## src/rtl/swd_defines.svh

```systemverilog
// Constants for the supervisor watchdog and reset-cause register block.
// Assumes inclusion by bare name from the package and the design module.
`ifndef SWD_DEFINES_SVH
`define SWD_DEFINES_SVH
`define SWD_OFF_BROWNOUT 12'h040
`define SWD_OFF_PROTECT 12'h05C
`define SWD_OFF_CAUSE 12'h06C
`define SWD_OFF_KICK 12'h070
`define SWD_OFF_TIMEOUT 12'h074
`define SWD_OFF_CONFIG 12'h038
`define SWD_IDX_BROWNOUT 8'h10
`define SWD_IDX_PROTECT 8'h17
`define SWD_IDX_CAUSE 8'h1B
`define SWD_IDX_KICK 8'h1C
`define SWD_IDX_TIMEOUT 8'h1D
`define SWD_IDX_CONFIG 8'h0E
`define SWD_BIT_WP_IDENT 7
`define SWD_BIT_WP_CAL 6
`define SWD_BIT_WP_APP 5
`define SWD_BIT_WP_BROWN 4
`define SWD_BIT_SLOW_EN 3
`define SWD_BIT_CLKSEL 2
`define SWD_CAUSE_POR 0
`define SWD_CAUSE_EXPIRE 1
`define SWD_CAUSE_CODE 2
`define SWD_CAUSE_BROWN 3
`define SWD_CODE_A 8'h5A
`define SWD_CODE_B 8'hC3
`define SWD_CAUSE_POR_VAL 8'h09
`define SWD_BROWN_RST 8'h00
`define SWD_PROT_RST 8'h00
`define SWD_CFG_RST 8'h00
`define SWD_TMO_MASK 8'h7F
`define SWD_BROWN_MASK 8'h7F
`define SWD_CFG_MASK 8'h04
`define SWD_ADDR_W 12
`define SWD_DIV_MSB 2
`define SWD_TMO_MSB 6
`define SWD_CAUSE_MSB 3
`endif

```

## src/rtl/swd_pkg.sv

```systemverilog
// Types for the supervisor watchdog block.
// Assumes swd_defines.svh is on the include path.
`include "swd_defines.svh"
package swd_pkg;
  typedef struct packed {
    logic wp_ident;
    logic wp_cal;
    logic wp_app;
  } swd_protect_s;
  typedef enum logic [1:0] {
    SWD_IDLE = 2'b00,
    SWD_RUN = 2'b01,
    SWD_TRIP = 2'b10
  } swd_state_e;
  typedef enum logic [1:0] {
    SWD_EXP_ANY = 2'b00,
    SWD_EXP_A = 2'b01,
    SWD_EXP_B = 2'b10
  } swd_expect_e;
endpackage

```

## src/rtl/swd_supervisor.sv

```systemverilog
// Supervisor register block: keyed watchdog, reset-cause log, brownout
// threshold, write-protect and prescale register, over an APB slave.
// Assumes the system reset tree applies presetn on every supervisor reset
// and that por_n marks power-on; tick inputs come from other clock domains.
// Notes on behaviour
// - Brownout threshold register holds a code for 2.3 V to 4.4 V trip.
// - Protect bits 7,6,5 lock ident, calibration and application groups.
// - Protect bit 4 makes brownout threshold writes ignored.
// - Protect bit 3 enables the slow-clock output.
// - Protect bits 2:0 select oscillator divisor 1 to 128.
// - Reset-cause keeps four history flags, surviving later resets.
// - Cause flags clear only by writing one; hardware never clears.
// - Supply below threshold sets cause bit 3.
// - Power-on reset sets cause bit 0.
// - Power-on also sets brownout flag; bits 0 and 3 read set after power-on.
// - Wrong kick code reset sets cause bit 2.
// - Watchdog expiry reset sets cause bit 1.
// - Each accepted kick reloads the counter.
// - Timeout register holds seven bits; bit 7 reserved.
// - Counter decrements on 32 kHz or clock-output tick per config bit 2.
// - On clock-output, countdown pauses while fast clock stopped.
// - Watchdog disabled after reset; first timeout write starts it.
// - Once started, clock choice and timeout writes are ignored.
// - Clock choice one selects clock-output, zero selects 32 kHz.
//
// The APB interface to the registers is this design's own decision.
`timescale 1ns/1ps
`default_nettype none
`include "swd_defines.svh"
module swd_supervisor
  import swd_pkg::*;
(
  // APB
  input wire logic pclk,
  input wire logic presetn,
  input wire logic psel,
  input wire logic penable,
  input wire logic pwrite,
  input wire logic [`SWD_ADDR_W-1:0] paddr,
  input wire logic [31:0] pwdata,
  input wire logic [3:0] pstrb,
  output logic [31:0] prdata,
  output logic pready,
  output logic pslverr,
  // Reset sources and ticks from other domains
  input wire logic por_n,
  input wire logic brownout_level,
  input wire logic slow_tick,
  input wire logic clock_output_pin,
  input wire logic fast_clock_run,
  // Controls to neighbouring blocks
  output logic [7:0] brownout_threshold,
  output logic slow_clock_output,
  output logic [2:0] tuned_oscillator_div,
  output logic [7:0] tuned_oscillator_divisor,
  output var swd_protect_s group_protect,
  output logic wd_reset_req
);

  // Cause log lives in an always-on domain: no presetn on it.
  logic [3:0] reset_cause_reg;
  logic [7:0] brownout_threshold_reg;
  logic [7:0] protect_and_prescale_reg;
  logic [7:0] config_reg;
  logic [6:0] watchdog_timeout_reg;
  logic [6:0] wd_count_reg;
  logic [2:0] slow_sync_reg;
  logic [2:0] cko_sync_reg;
  logic [1:0] run_sync_reg;
  logic [1:0] brown_sync_reg;
  logic [1:0] por_sync_reg;
  logic por_seen_reg;
  swd_state_e state_reg;
  swd_expect_e expect_reg;
  logic [31:0] prdata_reg;

  function automatic logic [7:0] swd_div(input logic [2:0] n);
    swd_div = 8'h01 << n;
  endfunction

  function automatic logic hit(input logic [`SWD_ADDR_W-1:0] a,
                               input logic [`SWD_ADDR_W-1:0] off);
    hit = (a == off);
  endfunction

  logic wr;
  logic mapped;
  logic lane0;
  logic [7:0] wbyte;
  logic tick_slow;
  logic tick_cko;
  logic tick;
  logic kick_wr;
  logic kick_ok;
  logic kick_bad;
  logic expired;
  logic zero_trip;
  logic start_wr;
  logic count_dec;
  logic kick_take;
  logic brown_lock;
  logic sel_brown;
  logic sel_prot;
  logic sel_cause;
  logic sel_kick;
  logic sel_tmo;
  logic sel_cfg;
  logic [7:0] rd_byte;

  assign pready = 1'b1;
  assign wr = psel & penable & pwrite;
  assign lane0 = pstrb[0];
  assign wbyte = pwdata[7:0];
  assign mapped = hit(paddr, `SWD_OFF_BROWNOUT) | hit(paddr, `SWD_OFF_PROTECT)
    | hit(paddr, `SWD_OFF_CAUSE) | hit(paddr, `SWD_OFF_KICK)
    | hit(paddr, `SWD_OFF_TIMEOUT) | hit(paddr, `SWD_OFF_CONFIG);
  assign pslverr = psel & penable & ~mapped;
  assign prdata = prdata_reg;

  // One decode per register, shared by the write and read paths
  assign sel_brown = hit(paddr, `SWD_OFF_BROWNOUT);
  assign sel_prot = hit(paddr, `SWD_OFF_PROTECT);
  assign sel_cause = hit(paddr, `SWD_OFF_CAUSE);
  assign sel_kick = hit(paddr, `SWD_OFF_KICK);
  assign sel_tmo = hit(paddr, `SWD_OFF_TIMEOUT);
  assign sel_cfg = hit(paddr, `SWD_OFF_CONFIG);

  // Synchronisers; only the second stage onward is read
  always_ff @(posedge pclk or negedge presetn) begin
    if (!presetn) begin
      slow_sync_reg <= 3'h0;
    end else begin
      slow_sync_reg <= {slow_sync_reg[1:0], slow_tick};
    end
  end

  always_ff @(posedge pclk or negedge presetn) begin
    if (!presetn) begin
      cko_sync_reg <= 3'h0;
    end else begin
      cko_sync_reg <= {cko_sync_reg[1:0], clock_output_pin};
    end
  end

  always_ff @(posedge pclk or negedge presetn) begin
    if (!presetn) begin
      run_sync_reg <= 2'h0;
    end else begin
      run_sync_reg <= {run_sync_reg[0], fast_clock_run};
    end
  end

  // Brownout level is a slow analog flag; two flops are plenty
  always_ff @(posedge pclk or negedge presetn) begin
    if (!presetn) begin
      brown_sync_reg <= 2'h0;
    end else begin
      brown_sync_reg <= {brown_sync_reg[0], brownout_level};
    end
  end

  // POR pin caught by two flops, no async reset so the edge is seen
  always_ff @(posedge pclk) begin
    por_sync_reg <= {por_sync_reg[0], por_n};
  end

  assign tick_slow = slow_sync_reg[1] & ~slow_sync_reg[2];
  // Pin edges are ignored while the fast clock is reported stopped
  assign tick_cko = cko_sync_reg[1] & ~cko_sync_reg[2]
    & run_sync_reg[1];
  assign tick = config_reg[`SWD_BIT_CLKSEL]
    ? tick_cko : tick_slow;

  // Either code is fine until one has been taken
  function automatic logic code_ok(input logic [7:0] b,
                                   input swd_expect_e ex);
    code_ok = (b == `SWD_CODE_A && ex != SWD_EXP_B)
      || (b == `SWD_CODE_B && ex != SWD_EXP_A);
  endfunction

  function automatic swd_expect_e after_code(input logic [7:0] b);
    after_code = (b == `SWD_CODE_A) ? SWD_EXP_B : SWD_EXP_A;
  endfunction

  assign kick_wr = wr & lane0 & sel_kick & (state_reg == SWD_RUN);
  assign kick_ok = code_ok(wbyte, expect_reg);
  assign kick_take = kick_wr & kick_ok;
  assign kick_bad = kick_wr & ~kick_ok;
  assign expired = (state_reg == SWD_RUN) & tick & (wd_count_reg == 7'h01)
    & ~kick_wr;
  // A zero timeout trips at once instead of waiting a full wrap
  assign zero_trip = (state_reg == SWD_RUN) & (wd_count_reg == 7'h00)
    & ~kick_wr;
  assign start_wr = wr & lane0 & sel_tmo & (state_reg == SWD_IDLE);
  assign count_dec = (state_reg == SWD_RUN) & tick & ~kick_wr & ~expired
    & (wd_count_reg != 7'h00);

  // Watchdog state; a trip is left only through presetn
  always_ff @(posedge pclk or negedge presetn) begin
    if (!presetn) begin
      state_reg <= SWD_IDLE;
    end else begin
      unique case (state_reg)
        SWD_IDLE: begin
          if (start_wr) begin
            state_reg <= SWD_RUN;
          end
        end
        SWD_RUN: begin
          if (kick_bad || expired || zero_trip) begin
            state_reg <= SWD_TRIP;
          end
        end
        SWD_TRIP: begin
          state_reg <= SWD_TRIP;
        end
        default: begin
          state_reg <= SWD_IDLE;
        end
      endcase
    end
  end

  // Watchdog counter
  always_ff @(posedge pclk or negedge presetn) begin
    if (!presetn) begin
      wd_count_reg <= 7'h00;
    end else if (start_wr) begin
      wd_count_reg <= wbyte[`SWD_TMO_MSB:0];
    end else if (kick_take) begin
      wd_count_reg <= watchdog_timeout_reg;
    end else if (count_dec) begin
      wd_count_reg <= wd_count_reg - 7'h01;
    end
  end

  // Code alternation: the value owed by the next kick
  always_ff @(posedge pclk or negedge presetn) begin
    if (!presetn) begin
      expect_reg <= SWD_EXP_ANY;
    end else if (kick_take) begin
      expect_reg <= after_code(wbyte);
    end
  end

  // Held until the system reset tree answers with presetn
  assign wd_reset_req = (state_reg == SWD_TRIP);

  // Timeout value, frozen once running
  always_ff @(posedge pclk or negedge presetn) begin
    if (!presetn) begin
      watchdog_timeout_reg <= 7'h00;
    end else if (start_wr) begin
      watchdog_timeout_reg <= wbyte[`SWD_TMO_MSB:0];
    end
  end

  // Clock choice, frozen once running as well
  always_ff @(posedge pclk or negedge presetn) begin
    if (!presetn) begin
      config_reg <= `SWD_CFG_RST;
    end else if (wr && lane0 && sel_cfg
                 && state_reg == SWD_IDLE) begin
      config_reg <= wbyte & `SWD_CFG_MASK;
    end
  end

  assign brown_lock = protect_and_prescale_reg[`SWD_BIT_WP_BROWN];

  // Threshold register
  always_ff @(posedge pclk or negedge presetn) begin
    if (!presetn) begin
      brownout_threshold_reg <= `SWD_BROWN_RST;
    end else if (wr && lane0 && sel_brown && !brown_lock) begin
      brownout_threshold_reg <= wbyte & `SWD_BROWN_MASK;
    end
  end

  // Protect register is never locked by its own bits, or it could not
  // be opened again without a reset
  always_ff @(posedge pclk or negedge presetn) begin
    if (!presetn) begin
      protect_and_prescale_reg <= `SWD_PROT_RST;
    end else if (wr && lane0 && sel_prot) begin
      protect_and_prescale_reg <= wbyte;
    end
  end

  assign brownout_threshold = brownout_threshold_reg;
  assign slow_clock_output =
    protect_and_prescale_reg[`SWD_BIT_SLOW_EN];
  assign tuned_oscillator_div =
    protect_and_prescale_reg[`SWD_DIV_MSB:0];
  assign tuned_oscillator_divisor =
    swd_div(protect_and_prescale_reg[`SWD_DIV_MSB:0]);
  // Other groups' write enables gate on these
  assign group_protect.wp_ident =
    protect_and_prescale_reg[`SWD_BIT_WP_IDENT];
  assign group_protect.wp_cal =
    protect_and_prescale_reg[`SWD_BIT_WP_CAL];
  assign group_protect.wp_app =
    protect_and_prescale_reg[`SWD_BIT_WP_APP];

  // Cause log: set wins over write-one clear
  logic cause_wr;
  logic [3:0] cause_set;
  logic [3:0] cause_clr;
  logic por_edge;
  assign cause_wr = wr & lane0 & sel_cause;
  assign cause_clr = cause_wr ? wbyte[`SWD_CAUSE_MSB:0] : 4'h0;
  assign por_edge = por_sync_reg[1] & ~por_seen_reg;
  always_comb begin
    cause_set = 4'h0;
    cause_set[`SWD_CAUSE_POR] = por_edge;
    // Power-on always logs a brownout as well
    cause_set[`SWD_CAUSE_BROWN] = por_edge
      | brown_sync_reg[1];
    cause_set[`SWD_CAUSE_CODE] = kick_bad;
    cause_set[`SWD_CAUSE_EXPIRE] = expired | zero_trip;
  end

  // Power-on edge detector, outside presetn like the log itself
  always_ff @(posedge pclk) begin
    por_seen_reg <= por_sync_reg[1];
  end

  // Flags 0 and 3 set when por_n rises, flags 1 and 2 stay unknown until a write of one or a watchdog trip; only software clears them
  always_ff @(posedge pclk) begin
    reset_cause_reg <= (reset_cause_reg & ~cause_clr) | cause_set;
  end

  // Read mux; the kick register is write-only and reads zero
  always_comb begin
    rd_byte = 8'h00;
    if (sel_brown) begin
      rd_byte = brownout_threshold_reg;
    end
    if (sel_prot) begin
      rd_byte = protect_and_prescale_reg;
    end
    if (sel_cause) begin
      rd_byte = {4'h0, reset_cause_reg};
    end
    if (sel_kick) begin
      rd_byte = 8'h00;
    end
    if (sel_tmo) begin
      rd_byte = {1'b0, watchdog_timeout_reg};
    end
    if (sel_cfg) begin
      rd_byte = config_reg;
    end
  end

  // Read data loads at the setup edge so it stands through the access
  always_ff @(posedge pclk or negedge presetn) begin
    if (!presetn) begin
      prdata_reg <= 32'h0000_0000;
    end else if (psel && !penable && !pwrite) begin
      prdata_reg <= {24'h00_0000, rd_byte};
    end
  end

endmodule
`default_nettype wire

```

## config.mk

```make
export PLATFORM = sky130hd
export DESIGN_NAME = swd_supervisor
export DESIGN_NICKNAME = d
export VERILOG_FILES = /design/src/rtl/swd_pkg.sv /design/src/rtl/swd_supervisor.sv
export VERILOG_INCLUDE_DIRS = /design/src /design/src/rtl
export SDC_FILE = /design/constraint.sdc
export NUM_CORES = 1
export LEC_CHECK = 0
export BUFFER_PORTS_ARGS = -buffer_cell sky130_fd_sc_hd__buf_4
export CAP_MARGIN = 20
export CORE_ASPECT_RATIO = 0.7
export CORE_MARGIN = 8
export CORE_UTILIZATION = 45
export CTS_BUF_LIST = sky130_fd_sc_hd__clkbuf_4 sky130_fd_sc_hd__clkbuf_8
export CTS_CLUSTER_SIZE = 20
export DETAILED_ROUTE_END_ITERATION = 8
export GPL_TIMING_DRIVEN = 0
export PLACE_DENSITY_LB_ADDON = 0.3
export REMOVE_ABC_BUFFERS = 1
export SETUP_SLACK_MARGIN = 0.2
export SYNTH_ARGS = -nofsm -noshare
export SYNTH_HDL_FRONTEND = slang
export SYNTH_SLANG_ARGS = --single-unit
```

## constraint.sdc

```tcl
create_clock -name pclk -period 3.05 [get_ports pclk]
set_input_delay 0.1525 -clock pclk [delete_from_list [all_inputs] [get_ports pclk]]
set_output_delay 0.1525 -clock pclk [all_outputs]
set_load 0.02 [all_outputs]
```

After elaboration in Yosys (flattened, before gate mapping)
Index checks and enable logic that the tools add are counted.
{ "op_classes": {"n_reduce_logical": 21, "n_bitwise": 40, "n_eq_ne": 15, "magnitude_cmp": 0, "n_shift": 1, "n_div": 0, "addsub": 1, "n_mux": 15, "n_mul": 0} }
{ "ops": {"columns": ["cell", "n"], "rows": [
  ["12-bit by 7-bit == test with 1-bit output (second input constant)", 5],
  ["8-bit two-way mux", 5],
  ["7-bit two-way mux", 4],
  ["1-bit AND", 23],
  ["12-bit by 6-bit == test with 1-bit output (second input constant)", 1],
  ["1-bit logical AND", 10],
  ["8-bit by 7-bit == test with 1-bit output (second input constant)", 1],
  ["8-bit == test (second input constant)", 1],
  ["1-bit by 3-bit << shifter with 8-bit output (first input constant)", 1],
  ["7-bit by 1-bit == test with 1-bit output (second input constant)", 1],
  ["7-bit logical NOT", 1],
  ["1-bit inverter", 7],
  ["1-bit bitwise OR", 7],
  ["7-bit nonzero test", 1],
  ["7-bit by 1-bit subtractor with 7-bit output (second input constant)", 1],
  ["2-bit two-way mux", 3],
  ["2-bit one-hot mux with 3 select lines", 1],
  ["4-bit AND", 1],
  ["4-bit two-way mux", 1],
  ["2-bit by 1-bit != test with 1-bit output (second input constant)", 2],
  ["2-bit != test (second input constant)", 2],
  ["4-bit inverter", 1],
  ["4-bit bitwise OR", 1],
  ["1-bit logical NOT", 3],
  ["other kinds (7)", 9]
]} }
{ "word_totals": {"mem_bits_rw": 0, "word_cells": 108, "output_inout_bits": 58, "rom_bits": 0, "latchBits": 0, "mem_count": 0, "in_bits": 58, "reg_bits": 59} }

Logic depth before layout (Yosys ltp)
Gate-level depths: netlist of the first run.
{ "depth": {"depth_word": 13, "mapped_depth": 8, "depth_no_buf": 8} }

Worst setup path before layout of the first run
No wires, ideal clock.
{ "synth_path": {"path_type": "reg2reg", "startpoint": "reg wd_count_reg[0]", "endpoint": "reg wd_count_reg[1]", "path_slack_ps": 898, "arrival_time_ps": 2033, "n_path_buf": 0, "period_less_slack_ps": 2152, "stages_incl_launch_ff": 9, "path_cell_list": "dfrtp_1 > inv_1 > ha_1 > o21ba_2 > a22oi_1 > o211ai_1 > and3_1 > or4_1 > o21a_1"} }
{ "synth_via": {"elab_chain_len": 7, "word_cells_on_any_way": 12} }
{ "synth_lines": {"columns": ["element", "line", "rtl"], "rows": [
  ["start: declaration", "swd_supervisor.sv:66", "logic [6:0] wd_count_reg;"],
  ["start signal: assignment", "swd_supervisor.sv:229", "wd_count_reg <= wbyte[`SWD_TMO_MSB:0];"],
  ["start signal: assignment", "swd_supervisor.sv:231", "wd_count_reg <= watchdog_timeout_reg;"],
  ["start signal: assignment", "swd_supervisor.sv:233", "wd_count_reg <= wd_count_reg - 7'h01;"],
  ["branches (longest 7 deep; another with 7-bit by 1-bit subtractor with 7-bit output)", null, null]
]} }
Several ways; the timed one is not identified. The select of a mux whose other input is x is not followed.
A chain may end at the register's enable or synchronous reset.

Worst setup path in the final report of the first run
Ends and elaborated chain as after synthesis.

==> impl_results.md, run 1 <==
- Max_slew headroom: 43.8%
- Post_cts resized: 0
- Worst Max-Slew Pin Slew: 839 ps
- Hold Violations, Final: 0
- Dpl cells: 455
- Placer congestion estimate: 0.844
- Post-Layout Cell Count: 476
- First-pass GRT wire length: 13100 um
- Post-DP Area: 3560 um^2
- Pin count of the biggest net entering global routing: 53
- Leak: 1.87 nW
- Peak per-stage delay on the critical path: 490 ps
- # setup viols final: 0
- DRT iter0 DRCs: 142
- Pwr per Cell Area: 448 nW/um^2
- Overall Global Routing Usage: 16.7%
- CP Max Fanout: 9
- Initial antenna violation count: 0
- CP Capture Type: flip-flop
- Yosys warns: 0
- Post-route ant nets: 0
- Crit. Startpoint: wd_count_reg[0]$_DFFE_PN0P_
- Mapped Area: 3150 um^2
- Post-Synthesis Cells: 314
- Starting Density: 46.7%
- WL final: 7970 um
- Core Region: 6760 um^2
- Hold path start: pwdata[7]
- Most common cell after layout, fill and taps aside: buf_4
- Slowest stage cell, crit path: or4_1
- Yosys reg bits: 59
- Sequential area share after synthesis: 45.7%
- Grt total ovfl: 0
- Routed vias: 2529
- Cells along the critical path: inv_1, ha_1, o21ba_2, a22oi_1, o211ai_1, and3_1, or4_1, o21a_1
- R2R depth: 8
- Die area: 9990 um^2
- CTS H-Tree Depth: 3
- Post-synth ARST share: 88.1%
- EDFF count, synth: 0
- Setup TNS: 0 ps
- RSZ-0062 raised after global routing: false
- Setup Skew: 9.69 ps
- Number of detailed-route iterations in the first pass: 4
- Final core occ: 56.8%
- Layout Nets: 442
- Fin. max-slew vios: 0
- Cell area after layout: 3840 um^2
- Avg Cell Area, Syn: 10.0 um^2
- WS Path Type: reg -> reg
- CTS Buf Count: 9
- Status: finished clean
- WL per Instance: 16.7 um
- Worst hold-check path type: in -> reg
- Hpwl dp: 5960 um
- Share of layout cells above drive strength 1: 27.5%
- Primary FF master, synth: dfrtp_1
- Setup ws final: 637 ps
- Hold Crit Depth: 2
- Worst endpoint required time: 3290 ps
- F_max: 0.414 GHz
- Tmin final: 2410 ps
- Drc violations: 0
- Number of global-route vias before repair: 2591
- Clk sinks: 59
- Site row count: 25
- CP startpoint kind: flip-flop
- Yosys cell types: 61
- Tot Pwr: 1.72 mW
- Die width: 116 um
- Worst-case clock buffer depth: 2
- IO buf count: 62
- DR vias/cell: 5.31
- Clock latency on the worst-skew pair: 350 ps
- Clock-pin slew on the worst setup and hold paths: 70 ps
- RR Startpoint: wd_count_reg[0]$_DFFE_PN0P_
- Period utilization: 79.1%
- Antenna fix cells: 0
- Fill cell count: 638
- CTS root buffer: clkbuf_8
- Hold_ws: 49.9 ps
- Max-cap check violation count: 0
- Arr. time, crit path: 2650 ps
- CTS tree: built
- Highest-count cells in the layout ignoring fill and taps: buf_4, dfrtp_1, nand2_1
- Die height: 86.0 um
- Synthesis-to-layout area growth: 21.7%
- Max VDD drop: 0.235 mV
- Num ports: 116
- Setup WS pre-CTS: 657 ps
==> synth_stat cells (7+ instances only) <==
| cell type | n | area, um^2 |
|---|---|---|
| nor2_1 | 16 | 60.1 |
| o21ai_0 | 14 | 70.1 |
| nand3_1 | 7 | 35.0 |
| a21oi_1 | 10 | 50.1 |
| mux2_2 | 16 | 180 |
| buf_4 | 32 | 240 |
| inv_1 | 8 | 30.0 |
| mux2_1 | 8 | 90.1 |
| dfxtp_1 | 7 | 140 |
| nand2_1 | 40 | 150 |
| dfrtp_1 | 52 | 1300 |
==> cell families (layout without fill, tap and decap cells) <==
kind of cell	after synthesis	after routing	synth area share [%]
flip-flops	59	59	45.7
adder cells (fa/ha/maj)	6	6	2.38
multiplexers	24	24	8.57
AND/OR/NAND/NOR	117	117	21.0
other	2	26	0.238
XOR/XNOR	5	5	1.39
buffers and inverters	47	91	9.48
AO/OA/AOI/OAI	54	54	11.2
==> critical path, delay by kind of cell (launching register included) <==
kind                       cells  cell delay [ps]
AOI/OAI and AO/OA              4              770
DFF                            1              450
buffers and inverters          1              100
adders and majority gates      1              230
and+or+nand+nor                2              770
==> layout make-up <==
class / instances / area, um^2 / share of cell area [%]
Multi-Input combinational cell: 232 / 1500 / 39.2
Clock inverter: 4 / 75.1 / 1.96
Timing Repair Buffer: 68 / 526 / 13.7
Clock buffer: 11 / 145 / 3.78
Sequential cell: 59 / 1440 / 37.5
Tap cell: 94 / 118 / 3.06
Inverter: 8 / 30.0 / 0.782
==> repair_timing <==
item / in CTS / in global routing
endpoints found under the hold margin: 57 / 0
buffers inserted: 0 / 0
hold buffers: 6 / 0
==> metal layers <==
metal	global-route usage, %	wire length (um)
met2	24.5	3450
met1	21.9	3510
met5	0	0
met3	5.96	901
met4	6.57	108
==> report_power, final <==
part	total (mW)	internal, mW	switching (mW)	leakage, nW
Combinational	0.123	0.0419	0.0811	1.02
Clock	0.804	0.487	0.318	0.105
Sequential	0.794	0.790	0.00325	0.751
==> worst paths after layout <==
check	end	slack, ps
setup / recovery	wd_count_reg[1]$_DFFE_PN0P_	640
hold / removal	protect_and_prescale_reg[7]$_DFFE_PN0P_	50
setup reg to reg	wd_count_reg[1]$_DFFE_PN0P_	640
hold reg to reg	por_sync_reg[1]$_DFF_P_	350
max in group asynchronous	prdata[0]$_DFFE_PN0P_	2220
min in group asynchronous	brown_sync_reg[0]$_DFF_PN0_	400
No activity file was read; power rests on OpenSTA's default activity.
==> inputs of run 2 (changes only) <==
--- a/config.mk
+++ b/config.mk
@@ -6,6 +6,7 @@
 export SDC_FILE = /design/constraint.sdc
 export NUM_CORES = 1
 export LEC_CHECK = 0
+export ABC_AREA = 1
 export BUFFER_PORTS_ARGS = -buffer_cell sky130_fd_sc_hd__buf_4
 export CAP_MARGIN = 20
 export CORE_ASPECT_RATIO = 0.7
==> constraint.sdc (replaced) <==
create_clock -name pclk -period 2.5 [get_ports pclk]
set_input_delay 0.125 -clock pclk [delete_from_list [all_inputs] [get_ports pclk]]
set_output_delay 0.125 -clock pclk [all_outputs]
set_load 0.02 [all_outputs]
==> impl_results.md, run 2 <==
- DR top layer: met4
- Dpl cells: 589 (+29%)
- Leak: 2.22 nW (+19%)
- Most frequent cell after synthesis: nand2_1
- IO buf count: 62 (unchanged)
- WL final: 8660 um (+8.7%)
- Tmin final: 1870 ps
- Placer congestion estimate: 0.863 (+2.2%)
- Pin count of the biggest net entering global routing: 53 (unchanged)
- Die height: 89.3 um (+3.7%)
- Fin. max-slew vios: 0 (unchanged)
- Post-Layout Cell Count: 612 (+29%)
- Yosys cell types: 36 (-41%)
- Setup TNS: 0 ps (unchanged)
- CTS root buffer: clkbuf_8
- Post-synth top cells: nand2_1, dfrtp_1, inv_1, nand3_1, nor2_1
- F_max: 0.533 GHz
- Top post-synthesis cells by area: dfrtp_1, nand2_1, buf_4
- Largest family of logic cells by synthesized area: simple AND/OR/NAND/NOR gates
- Max-cap check violation count: 0 (unchanged)
- Post-Route M1 WL: 4250 um (+21%)
- Setup Skew: 7.45 ps (-2.23 ps)
- CP Capture Type: flip-flop
- Mux cell area share after synthesis: 0% (-8.6 points)
- Grt total ovfl: 0 (unchanged)
- Layout Nets: 573 (+30%)
- Largest area contributor in the netlist: dfrtp_1
- Antenna fix cells: 0 (unchanged)
- Die width: 121 um (+4.0%)
- Num ports: 116 (unchanged)
- WL per Instance: 14.2 um (-15%)
- Most common cell after layout, fill and taps aside: nand2_1
- Initial antenna violation count: 0 (unchanged)
- Hpwl dp: 6770 um (+14%)
- Status: finished clean
- Post-synthesis xor/xnor area fraction: 1.27% (-0.12 points)
- Worst hold-check path type: in -> reg
- CP Max Fanout: 9 (unchanged)
- Pwr per Cell Area: 515 nW/um^2 (+15%)
- Clock latency on the worst-skew pair: 350 ps (about the same)
- Sequential area share after synthesis: 41.8% (-3.9 points)
- Hold Violations, Final: 0 (unchanged)
- Simple-gate area share of the yosys netlist: 35.3% (+14 points)
- WL met2: 3570 um (+3.5%)
- Clock-pin slew on the worst setup and hold paths: 70 ps (about the same)
- Adder-cell area share of the yosys netlist: 2.18% (-0.20 points)
- WS Path Type: in -> reg
- Post-synth ARST share: 88.1% (unchanged)
- Mapped Area: 3450 um^2 (+9.4%)
- Site row count: 26 (+4.0%)
- Worst Max-Slew Pin Slew: 661 ps (-178 ps)
- Post-synthesis compound-gate area fraction: 5.84% (-5.4 points)
- Share of layout cells above drive strength 1: 23.3% (-4.1 points)
- Post-route ant nets: 0 (unchanged)
- # setup viols final: 0 (unchanged)
- Postcts setup bufs: 0 (unchanged)
- Worst-case clock buffer depth: 2 (unchanged)
- Worst reg-to-reg setup slack: 710 ps (+70 ps)
- Avg Cell Area, Syn: 7.81 um^2 (-22%)
- Post-Synthesis Cells: 442 (+41%)
- Primary FF master, synth: dfrtp_1
- Max_slew headroom: 55.7% (+12 points)
- RSZ-0062 raised after global routing: false
- Met3 routed WL: 739 um (-18%)
- Starting Density: 46.9% (+0.25 points)
- First-pass GRT wire length: 14200 um (+8.3%)
- Overall Global Routing Usage: 16.7% (-0.023 points)
- Arr. time, crit path: 2120 ps (-530 ps)
- Drc violations: 0 (unchanged)
- Period utilization: 75.0%
- Yosys reg bits: 59 (unchanged)
- Storage cell area: 1440 um^2 (unchanged)
- Clk sinks: 59 (unchanged)
- Synth top area share: 37.7% (-3.5 points)
- Multi-input gate area: 1640 um^2 (+8.8%)
- DRT iter0 DRCs: 295 (+110%)
- Max VDD drop: 0.337 mV (+43%)
- Number of detailed-route iterations in the first pass: 5 (+1)
- EDFF count, synth: 0 (unchanged)
- Worst endpoint required time: 2740 ps (-550 ps)
- CTS Buf Count: 9 (unchanged)
- Highest-count cells in the layout ignoring fill and taps: nand2_1, buf_4, dfrtp_1
- Core Region: 7350 um^2 (+8.8%)
- Yosys warns: 0 (unchanged)
- DR vias/cell: 4.85 (-8.8%)
- CP startpoint kind: primary input
- Routed vias: 2966 (+17%)
- Fill cell count: 703 (+10%)
- CTS tree: built
- Die area: 10800 um^2 (+7.9%)
- CTS H-Tree Depth: 3 (unchanged)
- Synthesis-to-layout area growth: 19.9%
- Number of global-route vias before repair: 2839 (+9.6%)
## run 2: area by class of cell
class / count / area share, %
clock buffers: 10 / 3.33
flip-flops and latches: 59 / 34.8
inverters: 46 / 4.26
well taps: 98 / 2.96
multi-input cells: 324 / 39.5
clock inverters: 6 / 2.15
repair buffers: 69 / 12.9
## run 2: routing by layer
metal	up-vias	GRT usage [%]
li1	1490	-
met1	1369	23.6
met2	97	23.6
met3	10	4.92
met4	0	5.76
met5	-	0
## run 2: power by group
| group | internal [mW] | switching, mW |
|---|---|---|
| sequential | 0.964 | 0.00383 |
| combinational | 0.0549 | 0.115 |
| clock | 0.588 | 0.408 |
## run 2: worst paths after layout
| path | start | to | depth (start not counted) |
|---|---|---|---|
| min in group asynchronous | presetn | prdata[6]$_DFFE_PN0P_ | 2 |
| max reg2reg | wd_count_reg[0]$_DFFE_PN0P_ | wd_count_reg[1]$_DFFE_PN0P_ | 9 |
| max in group asynchronous | presetn | cko_sync_reg[1]$_DFF_PN0_ | 2 |
| min | pwdata[3] | watchdog_timeout_reg[3]$_DFFE_PN0P_ | 3 |
| min reg2reg | por_sync_reg[0]$_DFF_P_ | por_sync_reg[1]$_DFF_P_ | 0 |
| max | pwdata[5] | wd_count_reg[2]$_DFFE_PN0P_ | 12 |
## run 2: cells by family (layout without fill, tap and decap cells)
logic type,Yosys count,after routing
other,2,26
AO/OA/AOI/OAI,34,34
adder cells (fa/ha/maj),6,6
buffers and inverters,83,131
AND/OR/NAND/NOR,253,253
XOR/XNOR,5,5
flip-flops,59,59
## run 2: worst max-delay path, stage by stage
cell and delay (ps):
dlygate4sd3_1 540, buf_4 140, inv_1 130, nand2_1 60, nor2_1 140, nand3_1 110
nand2_2 180, nand3_1 270, nand3_1 170, nand3_1 120, nand2_1 90, nand2_1 50
## run 2: timing repair
| action | CTS | global route |
|---|---|---|
| hold buffers | 7 | 0 |
| hold endpoints to repair | 58 | 0 |
| resized for setup | 0 | 0 |
## run 2: stage by stage
stage,util (%),instance area [um^2],setup WS (ps),hold WS [ps],power (mW)
floorplan,-,3250,1050,-171,1.07
global placement,52.3,3840,799,201,1.14
detailed placement,52.3,3840,763,208,1.15
CTS,56.3,4140,667,26.1,2.16
global route,56.3,4140,469,46.7,2.22
finish,56.3,4140,625,39.0,2.13
